--- config.mk ---
export PLATFORM = sky130hd
export DESIGN_NAME = mrp_device_flat
export DESIGN_NICKNAME = d
export VERILOG_FILES = /design/src/mrp_pkg.sv /design/src/mrp_if.sv /design/src/mrp_device.sv /design/src/flat_wrapper.sv
export SDC_FILE = /design/constraint.sdc
export NUM_CORES = 1
export LEC_CHECK = 0
export BUFFER_PORTS_ARGS = -buffer_cell sky130_fd_sc_hd__clkbuf_2
export CAP_MARGIN = 20
export CORE_AREA = 2 2 444 446
export CTS_BUF_LIST = sky130_fd_sc_hd__clkbuf_16
export CTS_CLUSTER_SIZE = 10
export DETAILED_ROUTE_END_ITERATION = 8
export DIE_AREA = 0 0 446 448
export PLACE_DENSITY_LB_ADDON = 0.25
export RECOVER_POWER = 100
export SLEW_MARGIN = 25
export SYNTH_ARGS = -nofsm -noshare
export SYNTH_HDL_FRONTEND = slang
export SYNTH_SLANG_ARGS = --single-unit
--- constraint.sdc ---
create_clock -name clk -period 2.2 [get_ports clk]
set_input_delay 0 -clock clk [delete_from_list [all_inputs] [get_ports clk]]
set_output_delay 0 -clock clk [all_outputs]
set_load 0.03 [all_outputs]
--- src/mrp_pkg.sv ---
package mrp_pkg;
  localparam int MRP_DATA_W_FULL   = 512;
  localparam int MRP_DATA_W_HALF   = 256;
  localparam int MRP_MAX_PAYLOAD_B = 128;
  localparam int MRP_TAG_W         = 9;
  localparam int MRP_CMD_W         = 6;
  localparam int MRP_CUB_W         = 3;
  localparam int MRP_ADDR_W        = 34;
  localparam int MRP_LEN_W         = 8;
  localparam int MRP_MAX_PORTS     = 4;
  localparam int MRP_BEAT_CNT_W    = 3;
  localparam logic [MRP_CMD_W-1:0] MRP_CMD_RESET = 6'h00;
  localparam logic [MRP_TAG_W-1:0] MRP_TAG_RESET = 9'h000;

  typedef enum logic [1:0] {
    MRP_LO_0_255,
    MRP_LO_176,
    MRP_LO_128
  } mrp_split_e;

  // beats needed for a payload of len bytes on a bus of bytes_per_beat
  function automatic logic [MRP_BEAT_CNT_W-1:0] mrp_beats(input logic [MRP_LEN_W-1:0] len,
                                                          input int bytes_per_beat);
    int n;
    n = (int'(len) + bytes_per_beat - 1) / bytes_per_beat;
    if (n < 1) begin
      n = 1;
    end
    return n[MRP_BEAT_CNT_W-1:0];
  endfunction

  // lowest tag of a port given the port count
  function automatic logic [MRP_TAG_W-1:0] mrp_tag_lo(input int ports, input int idx);
    int lo;
    case (ports)
      2: lo = idx * 256;
      3: lo = idx * 176;
      4: lo = idx * 128;
      default: lo = 0;
    endcase
    return lo[MRP_TAG_W-1:0];
  endfunction

  // highest tag of a port given the port count
  function automatic logic [MRP_TAG_W-1:0] mrp_tag_hi(input int ports, input int idx);
    int hi;
    if (idx == ports - 1) begin
      hi = 511;
    end else begin
      hi = int'(mrp_tag_lo(ports, idx + 1)) - 1;
    end
    return hi[MRP_TAG_W-1:0];
  endfunction
endpackage

--- src/mrp_if.sv ---
`timescale 1ns/1ps
interface mrp_if #(
  parameter int DATA_W = mrp_pkg::MRP_DATA_W_FULL
) (
  input wire logic clk
);
  logic                          port_accept_ready;
  logic                          port_request_valid;
  logic [DATA_W-1:0]             port_request_data;
  logic [mrp_pkg::MRP_ADDR_W-1:0] port_request_addr;
  logic [mrp_pkg::MRP_TAG_W-1:0]  port_request_tag;
  logic [mrp_pkg::MRP_CUB_W-1:0]  port_request_cube;
  logic [mrp_pkg::MRP_CMD_W-1:0]  port_request_command;
  logic [mrp_pkg::MRP_LEN_W-1:0]  port_request_len;
  logic                          port_request_write;
  logic                          port_request_posted;

  modport device (
    input  clk,
    output port_accept_ready,
    input  port_request_valid,
    input  port_request_data,
    input  port_request_addr,
    input  port_request_tag,
    input  port_request_cube,
    input  port_request_command,
    input  port_request_len,
    input  port_request_write,
    input  port_request_posted
  );

  modport client (
    input  clk,
    input  port_accept_ready,
    output port_request_valid,
    output port_request_data,
    output port_request_addr,
    output port_request_tag,
    output port_request_cube,
    output port_request_command,
    output port_request_len,
    output port_request_write,
    output port_request_posted
  );
endinterface

--- src/mrp_device.sv ---
`timescale 1ns/1ps
// What this block does
// - data bus 512 full, 256 half
// - client writes at most 128 payload bytes
// - full-width write takes at most 2 beats
// - half-width write takes at most 4 beats
// - short last beat uses low data bits
// - full 1 to 4 ports, half one
// - each port uses only its tag range
// - client gives well-formed destination address
// - non-posted tags unique while in flight
// - tag reused only after completion
// - client gives correct 3-bit cube id
// - issue only when response can be taken
// - all signals synchronous to core clock
// - beat taken only when ready and valid
// - drop ready when unable to accept
// - ready held through multi-beat write
// - valid held across write beats
// - tag and command held across beats
// - tag ranges split per port count
// - tag ignored on posted requests
module mrp_device #(
  parameter bit FULL_WIDTH = 1'b1,
  parameter int DATA_W     = mrp_pkg::MRP_DATA_W_FULL
) (
  input  wire logic                          rst_n,
  mrp_if.device                              req,
  input  wire logic                          sink_ready,
  output logic                               sink_hdr_valid,
  output logic [mrp_pkg::MRP_ADDR_W-1:0]     sink_addr,
  output logic [mrp_pkg::MRP_TAG_W-1:0]      sink_tag,
  output logic [mrp_pkg::MRP_CUB_W-1:0]      sink_cube,
  output logic [mrp_pkg::MRP_CMD_W-1:0]      sink_command,
  output logic [mrp_pkg::MRP_LEN_W-1:0]      sink_len,
  output logic                               sink_write,
  output logic                               sink_posted,
  output logic                               sink_data_valid,
  output logic [DATA_W-1:0]                  sink_data,
  output logic                               sink_last
);
  import mrp_pkg::*;

  // one request port per instance, bus width set by DATA_W
  localparam int BYTES_PER_BEAT = DATA_W / 8;

  typedef enum logic [1:0] {
    MRP_IDLE,
    MRP_BURST
  } mrp_state_e;

  mrp_state_e                 state_q, state_d;
  logic [MRP_BEAT_CNT_W-1:0]  left_q, left_d;
  logic                       hdr_v_q, hdr_v_d;
  logic [MRP_ADDR_W-1:0]      addr_q, addr_d;
  logic [MRP_TAG_W-1:0]       tag_q, tag_d;
  logic [MRP_CUB_W-1:0]       cube_q, cube_d;
  logic [MRP_CMD_W-1:0]       cmd_q, cmd_d;
  logic [MRP_LEN_W-1:0]       len_q, len_d;
  logic                       wr_q, wr_d;
  logic                       pst_q, pst_d;
  logic                       dv_q, dv_d;
  logic                       last_q, last_d;
  logic [DATA_W-1:0]          data_q, data_d;
  logic                       take;
  logic [MRP_BEAT_CNT_W-1:0]  beats;

  // inside a burst ready stays high; otherwise only when output slot is free
  always_comb begin
    case (state_q)
      MRP_IDLE: begin
        req.port_accept_ready = sink_ready;
      end
      MRP_BURST: begin
        req.port_accept_ready = 1'b1;
      end
      default: begin
        req.port_accept_ready = 1'b0;
      end
    endcase
  end

  assign take  = req.port_accept_ready && req.port_request_valid;
  assign beats = req.port_request_write ?
                 mrp_beats(req.port_request_len, BYTES_PER_BEAT) : MRP_BEAT_CNT_W'(1);

  // burst control: beats still owed after the first one
  always_comb begin
    state_d = state_q;
    left_d  = left_q;
    case (state_q)
      MRP_IDLE: begin
        if (take && beats > MRP_BEAT_CNT_W'(1)) begin
          state_d = MRP_BURST;
          left_d  = beats - MRP_BEAT_CNT_W'(1);
        end
      end
      MRP_BURST: begin
        if (take) begin
          left_d = left_q - MRP_BEAT_CNT_W'(1);
          if (left_q == MRP_BEAT_CNT_W'(1)) begin
            state_d = MRP_IDLE;
          end
        end
      end
      default: begin
        state_d = MRP_IDLE;
      end
    endcase
  end

  always_ff @(posedge req.clk) begin
    if (!rst_n) begin
      state_q <= MRP_IDLE;
      left_q  <= '0;
    end else begin
      state_q <= state_d;
      left_q  <= left_d;
    end
  end

  // header fields come from the first beat only
  always_comb begin
    hdr_v_d = 1'b0;
    addr_d  = addr_q;
    tag_d   = tag_q;
    cube_d  = cube_q;
    cmd_d   = cmd_q;
    len_d   = len_q;
    wr_d    = wr_q;
    pst_d   = pst_q;
    if (take && state_q == MRP_IDLE) begin
      hdr_v_d = 1'b1;
      addr_d  = req.port_request_addr;
      cube_d  = req.port_request_cube;
      cmd_d   = req.port_request_command;
      len_d   = req.port_request_len;
      wr_d    = req.port_request_write;
      pst_d   = req.port_request_posted;
      tag_d   = req.port_request_posted ? MRP_TAG_RESET : req.port_request_tag;
    end
  end

  always_ff @(posedge req.clk) begin
    if (!rst_n) begin
      hdr_v_q <= 1'b0;
      addr_q  <= '0;
      tag_q   <= MRP_TAG_RESET;
      cube_q  <= '0;
      cmd_q   <= MRP_CMD_RESET;
      len_q   <= '0;
      wr_q    <= 1'b0;
      pst_q   <= 1'b0;
    end else begin
      hdr_v_q <= hdr_v_d;
      addr_q  <= addr_d;
      tag_q   <= tag_d;
      cube_q  <= cube_d;
      cmd_q   <= cmd_d;
      len_q   <= len_d;
      wr_q    <= wr_d;
      pst_q   <= pst_d;
    end
  end

  // payload beats, one pulse each
  always_comb begin
    dv_d   = 1'b0;
    last_d = 1'b0;
    data_d = data_q;
    if (take) begin
      data_d = req.port_request_data;
      if (state_q == MRP_IDLE) begin
        dv_d   = req.port_request_write;
        last_d = (beats == MRP_BEAT_CNT_W'(1));
      end else begin
        dv_d   = 1'b1;
        last_d = (left_q == MRP_BEAT_CNT_W'(1));
      end
    end
  end

  always_ff @(posedge req.clk) begin
    if (!rst_n) begin
      dv_q   <= 1'b0;
      last_q <= 1'b0;
      data_q <= '0;
    end else begin
      dv_q   <= dv_d;
      last_q <= last_d;
      data_q <= data_d;
    end
  end

  assign sink_hdr_valid  = hdr_v_q;
  assign sink_addr       = addr_q;
  assign sink_tag        = tag_q;
  assign sink_cube       = cube_q;
  assign sink_command    = cmd_q;
  assign sink_len        = len_q;
  assign sink_write      = wr_q;
  assign sink_posted     = pst_q;
  assign sink_data_valid = dv_q;
  assign sink_data       = data_q;
  assign sink_last       = last_q;
endmodule

--- src/flat_wrapper.sv ---
// flat-port wrapper written by rule: the top's interface ports become plain ports
module mrp_device_flat import mrp_pkg::*;
#(
  parameter bit FULL_WIDTH = 1'b1,
  parameter int DATA_W     = mrp_pkg::MRP_DATA_W_FULL
)
  (rst_n, sink_ready, sink_hdr_valid, sink_addr, sink_tag, sink_cube, sink_command, sink_len, sink_write, sink_posted, sink_data_valid, sink_data, sink_last, clk, req_port_accept_ready, req_port_request_valid, req_port_request_data, req_port_request_addr, req_port_request_tag, req_port_request_cube, req_port_request_command, req_port_request_len, req_port_request_write, req_port_request_posted);
  mrp_if #(.DATA_W(DATA_W)) req_i (.clk(clk));
  input  wire logic rst_n;
  input  wire logic sink_ready;
  output logic sink_hdr_valid;
  output logic [mrp_pkg::MRP_ADDR_W-1:0] sink_addr;
  output logic [mrp_pkg::MRP_TAG_W-1:0] sink_tag;
  output logic [mrp_pkg::MRP_CUB_W-1:0] sink_cube;
  output logic [mrp_pkg::MRP_CMD_W-1:0] sink_command;
  output logic [mrp_pkg::MRP_LEN_W-1:0] sink_len;
  output logic sink_write;
  output logic sink_posted;
  output logic sink_data_valid;
  output logic [DATA_W-1:0] sink_data;
  output logic sink_last;
  input wire logic clk;
  output wire logic [$bits(req_i.port_accept_ready)-1:0] req_port_accept_ready;
  input wire logic [$bits(req_i.port_request_valid)-1:0] req_port_request_valid;
  input wire logic [$bits(req_i.port_request_data)-1:0] req_port_request_data;
  input wire logic [$bits(req_i.port_request_addr)-1:0] req_port_request_addr;
  input wire logic [$bits(req_i.port_request_tag)-1:0] req_port_request_tag;
  input wire logic [$bits(req_i.port_request_cube)-1:0] req_port_request_cube;
  input wire logic [$bits(req_i.port_request_command)-1:0] req_port_request_command;
  input wire logic [$bits(req_i.port_request_len)-1:0] req_port_request_len;
  input wire logic [$bits(req_i.port_request_write)-1:0] req_port_request_write;
  input wire logic [$bits(req_i.port_request_posted)-1:0] req_port_request_posted;
  assign req_port_accept_ready = req_i.port_accept_ready;
  assign req_i.port_request_valid = req_port_request_valid;
  assign req_i.port_request_data = req_port_request_data;
  assign req_i.port_request_addr = req_port_request_addr;
  assign req_i.port_request_tag = req_port_request_tag;
  assign req_i.port_request_cube = req_port_request_cube;
  assign req_i.port_request_command = req_port_request_command;
  assign req_i.port_request_len = req_port_request_len;
  assign req_i.port_request_write = req_port_request_write;
  assign req_i.port_request_posted = req_port_request_posted;
  mrp_device #(.FULL_WIDTH(FULL_WIDTH), .DATA_W(DATA_W)) u_core (.rst_n(rst_n), .req(req_i), .sink_ready(sink_ready), .sink_hdr_valid(sink_hdr_valid), .sink_addr(sink_addr), .sink_tag(sink_tag), .sink_cube(sink_cube), .sink_command(sink_command), .sink_len(sink_len), .sink_write(sink_write), .sink_posted(sink_posted), .sink_data_valid(sink_data_valid), .sink_data(sink_data), .sink_last(sink_last));
endmodule
Word-level counts from Yosys, hierarchy flattened
Cells that the tools add are included.
{ "op_classes": {"addsub": 5, "n_lt_le_gt_ge": 2, "eq_ne": 6, "muxes": 14, "bitwise_logic": 1, "n_reduce_logical": 9} }
{ "ops": {"columns": ["operator", "count"], "rows": [
  ["adder 32 x 1 -> 32 bit", 1],
  ["less-than comparator 32 x 2 -> 1 bit (second input constant)", 1],
  ["subtractor 32 x 2 -> 32 bit (second input constant)", 1],
  ["two-way mux 3 bit", 4],
  ["adder 8 x 7 -> 9 bit (second input constant)", 1],
  ["two-way mux 9 bit", 1],
  ["equality test 3 x 1 -> 1 bit (second input constant)", 2],
  ["two-way mux 2 bit", 3],
  ["inequality test 2 x 1 -> 1 bit (second input constant)", 3],
  ["one-hot mux 3 bit (2 select lines)", 1],
  ["AND reduction 3 bit", 2],
  ["OR reduction 6 bit", 1],
  ["subtractor 3 x 1 -> 3 bit (second input constant)", 2],
  ["one-hot mux 2 bit (2 select lines)", 1],
  ["greater-than comparator 3 x 1 -> 1 bit (second input constant)", 1],
  ["logical AND 1 bit", 3],
  ["two-way mux 1 bit", 3],
  ["equality test 2 x 1 -> 1 bit (second input constant)", 1],
  ["logical NOT 2 bit", 1],
  ["one-hot mux 1 bit (2 select lines)", 1],
  ["AND reduction 2 bit", 1],
  ["nonzero test 2 bit", 1],
  ["bitwise AND 1 bit", 1]
]} }
{ "word_totals": {"reg_bits": 582, "input_bits": 578, "output_inout_bits": 578, "wordCells": 50} }

Logic depth before layout (Yosys ltp)
{ "depth": {"word_depth": 12, "depth_mapped": 15, "ltp_nobuf": 15} }

Worst setup path before layout
OpenSTA, ideal clock, no wires.
{ "synth_timing": {"path_type": "input-to-reg", "startpoint": "in req_port_request_len[6]", "endpoint": "reg u_core.left_q[0]", "setup_ns": 0.117, "arrival_ns": 1.938, "t_required_ns": 2.083, "setup_slack_ns": 0.145, "stages": 10, "path_buffers": 0, "path_cell_list": "inv_1 > ha_1 > xnor2_1 > ha_1 > nor2_1 > a21o_1 > ha_1 > a21oi_1 > a221o_1 > a22o_1"} }
{ "synth_between": {"elab_chain_len": 11, "word_cells_on_any_way": 14, "cone_classes": "add/sub: 4; order compare: 2; eq/ne: 1; mux: 4; bitwise: 1; reduce/logical: 2"} }
{ "synth_lines": {"columns": ["item", "line_no", "source"], "rows": [
  ["start: declaration", "flat_wrapper.sv:30", "input wire logic [$bits(req_i.port_request_len)-1:0] req_port_request_len;"],
  ["adder 8 x 7 -> 9 bit (*)", "mrp_pkg.sv:25", "n = (int'(len) + bytes_per_beat - 1) / bytes_per_beat;"],
  ["subtractor 32 x 2 -> 32 bit (*)", "mrp_pkg.sv:25", null],
  ["bitwise AND 1 bit (no line)", null, null],
  ["adder 32 x 1 -> 32 bit (no line) (*)", null, null],
  ["less-than comparator 32 x 2 -> 1 bit", "mrp_pkg.sv:26", "if (n < 1) begin"],
  ["two-way mux 3 bit (*)", "mrp_pkg.sv:26", null],
  ["two-way mux 3 bit (*)", "mrp_device.sv:84", "assign beats = req.port_request_write ?"],
  ["greater-than comparator 3 x 1 -> 1 bit", "mrp_device.sv:93", "if (take && beats > MRP_BEAT_CNT_W'(1)) begin"],
  ["logical AND 1 bit", "mrp_device.sv:93", null],
  ["inequality test 2 x 1 -> 1 bit (no line)", null, null],
  ["AND reduction 3 bit (no line)", null, null],
  ["end signal: assignment", "mrp_device.sv:118", "left_q <= left_d;"],
  ["end: declaration", "mrp_device.sv:53", "logic [MRP_BEAT_CNT_W-1:0] left_q, left_d;"]
]} }
Mark *: on every way between the ends. The rest lies on a longest branch, timed or not. The select of a mux whose other input is x is not followed.
A chain may end at the register's enable or synchronous reset.

Worst setup path after layout
{ "layout_timing": {"startpoint": "in req_port_request_len[7]", "endpoint": "reg u_core.left_q[1]"} }
The elaborated chain is that of the path after synthesis.

==> run metrics <==
outcome completed; LEAKAGE around 0.016 uW; Remaining Overflow, GRT 0; transition time of the tightest slew-check pin between 1 and 1.5 ns; GRT Total Usage approximately 13%; Hold Path Class input pin to flop; Syn Inst Count around 2,600; share of cells above drive strength 1 a little under a fifth; Nets around 5,000; crit path from req_port_request_len[7]; number of global-route vias before repair between 20,000 and 25,000; vias about 25,000; most frequent CP cell ha_1; # port buffers 1,155; clk slew on worst S/H paths approximately 0.06 ns; Die Y 448 um; # rows roughly 160; Die X ~450 um; Multi-input gate area 9290 um2; max layer used met5; Post-Syn Area about 22,000 um2; Final ANT Viol Nets 0; DR WL met2 59,600 um; WP data required ~2.8 ns; final hold violation count 0; Yosys top cell by area dfxtp_1; Max FO, Critical Path 4; Root Driver clkbuf_16; per-cell routed wire length about 19 um; final setup fails 0; beginning of the worst hold path req_port_request_data[268]; initial core utilization roughly 11%; CTS Sinks 581; drt drc 0; Starting DRT DRC Count approximately 1,700; CTS tree built; fin crit share a little under 100%; pin count of the biggest net entering global routing 96; max incr delay on CP just over 0.6 ns; Hold Path Stages 4; routed wl met3 about 14,000 um; Synth Register Bits between 500 and 600; Via density about 3.5; antenna violations before repair 32; power density cells ~760 nW/um2; Max Clock Freq ~0.46 GHz; global-route wire length before repair between 150,000 and 200,000 um; Syn Area/Cell 8.41 um2; Slew Limit Fails 0; H-Tree Depth 3; cts bufs inserted 79; final instance area a little under 40,000 um2; drt first pass iters 5; Post-synth EDFFs 0; unrepaired setup endpoints after global routing yes; dpl hpwl ~100,000 um; FF-to-FF Start u_core.state_q[0]; # IOs 1,156; Synth top area share between 50 and 60%; Die ar. 200,000 um2; RD Place Congestion 0.904; Synth-to-Final Area Change 81.3%; Main synth FF type dfxtp_1; Max Cap Viol 0; Synth top cells by count nand2_1, dfxtp_1, a21boi_1; Peak supply drop between 0.5 and 0.6 mV; Final Critical Period between 2 and 2.5 ns; crit path launch type input pin; top cells by area, synth dfxtp_1, nand2_1, a21boi_1; CTS max path bufs 3; asr flop ratio synth 0%; final wirelength between 100,000 and 150,000 um; CP arrival 2.74 ns; top-count cell post-synth nand2_1; WS Path Type input pin to flop; Storage cell area 11,600 um2; Post-DP Area 30,900 um2; worst-path cell with the longest stage delay dlygate4sd3_1; crit-path cells dlygate4sd3_1 -> buf_4 -> ha_1 -> and3_1 -> ha_1 -> xnor2_2 -> nor2_2 -> a21o_1 -> ha_1 -> nor2_2 -> a21oi_1 -> nand4_1 -> o21ai_1 -> a41oi_1 -> o31ai_1; Clock Skews between 0.015 and 0.02 ns; sequential cell area fraction in the yosys report a little over half; Rel. slew slack about a third; CORE AREA 195,000 um2; Setup crit end kind flop; synth warn 0; Final Power ~30,000 uW; Post-Route M1 WL around 55,000 um; Worst-Skew Late Latency approximately 0.68 ns; FILL cells approximately 22,000; Synth Net Count between 3,000 and 4,000; Reg2Reg Depth 6; Netlist cell types 44
-- worst max-delay path, delay by kind of cell --
family                   cells  cell delay [ns]
AO/OA/AOI/OAI                5             0.55
adder cells (fa/ha/maj)      3             0.81
buffers and inverters        2             0.80
XOR/XNOR                     1             0.19
AND/OR/NAND/NOR              4             0.41
-- timing repair --
action	in CTS	in global routing
endpoints found under the setup margin	0	18
gates resized for setup	0	18
endpoints found under the hold margin	581	0
setup buffers	0	4
hold buffers	640	0
-- per-stage QoR --
step / setup TNS (ns) / cells / hold WS [ns] / setup slack, ns / util (%)
5_1_grt: -0.0897 / 6973 / 0.0310 / -0.0897 / 20.2
3_5_place_dp: -0.307 / 6176 / 0.227 / -0.142 / 15.9
2_1_floorplan: 0 / 2581 / 0.116 / 0.145 / -
6_report: 0 / 6980 / 0.0948 / 0.0199 / 20.2
4_1_cts: 0 / 6956 / 0.000239 / 0.0156 / 20.5
3_3_place_gp: -0.450 / 6176 / 0.221 / -0.196 / 15.9
-- sequential cells by signal, indices dropped and copies added, names as in the netlist --
name / flops
u_core.sink_write: 1
u_core.sink_last: 1
u_core.sink_command: 6
u_core.sink_posted: 1
u_core.state_q: 1
u_core.sink_cube: 3
u_core.sink_hdr_valid: 1
u_core.sink_len: 8
u_core.left_q: 3
u_core.sink_tag: 9
u_core.sink_data_valid: 1
u_core.sink_addr: 34
u_core.sink_data: 512
-- final timing paths --
kind	end	slack, ns
hold reg to reg	u_core.sink_data[276]	0.45
setup / recovery	u_core.left_q[1]	0.02
hold / removal	u_core.sink_data[268]	0.09
setup reg to reg	u_core.sink_data[12]	0.12
-- placed cells by master (no fill, tap or decap), types with 3 or more instances in the layout --
| master | Yosys | final |
|---|---|---|
| clkinv_2 | 0 | 4 |
| buf_12 | 0 | 25 |
| dlygate4sd3_1 | 0 | 639 |
| clkbuf_2 | 0 | 592 |
| buf_16 | 0 | 3 |
| nand2_1 | 1150 | 1148 |
| buf_4 | 1 | 68 |
| ha_1 | 11 | 11 |
| clkbuf_1 | 119 | 557 |
| inv_16 | 0 | 5 |
| clkinv_1 | 0 | 15 |
| a21boi_0 | 105 | 108 |
| nand3b_1 | 9 | 9 |
| nor2_1 | 7 | 5 |
| dfxtp_1 | 581 | 581 |
| a21oi_1 | 5 | 4 |
| a21boi_1 | 470 | 467 |
| diode_2 | 0 | 21 |
| bufinv_16 | 0 | 6 |
| inv_1 | 9 | 33 |
| clkbuf_16 | 0 | 82 |
-- metal layers --
layer	vias to the layer above	global-route usage [%]
met5	-	0
met4	4	5.74
met3	213	5.71
met2	884	19.1
met1	11755	15.1
li1	11906	-
-- power breakdown --
group / internal (uW) / total (uW) / switching (uW)
clock network: 7360 / 12900 / 5530
registers: 11100 / 11500 / 372
logic: 2120 / 5500 / 3380
-- kinds of logic (layout without fill, tap and decap cells) --
kind of cell               after synthesis  after routing  synth area share (%)
and+or+nand+nor                       1188           1188                  21.2
AOI/OAI and AO/OA                      593            593                  20.5
DFF                                    581            581                  53.6
buffers and inverters                  203           2039                  3.91
adders and majority gates               11             11                 0.634
xor gates and xnor gates                 4              4                 0.161
other                                    1             22                0.0173
-- layout make-up --
class | count | share of cell area (%)
Antenna cell | 21 | 0.134
Timing Repair Buffer | 1890 | 32.1
Clock inverter | 60 | 1.32
Tap cell | 2542 | 8.08
Inverter | 9 | 0.0859
Clock buffer | 80 | 5.09
Multi-Input combinational cell | 1797 | 23.6
Sequential cell | 581 | 29.6
Note: power is estimated with default switching activity, not from simulation.
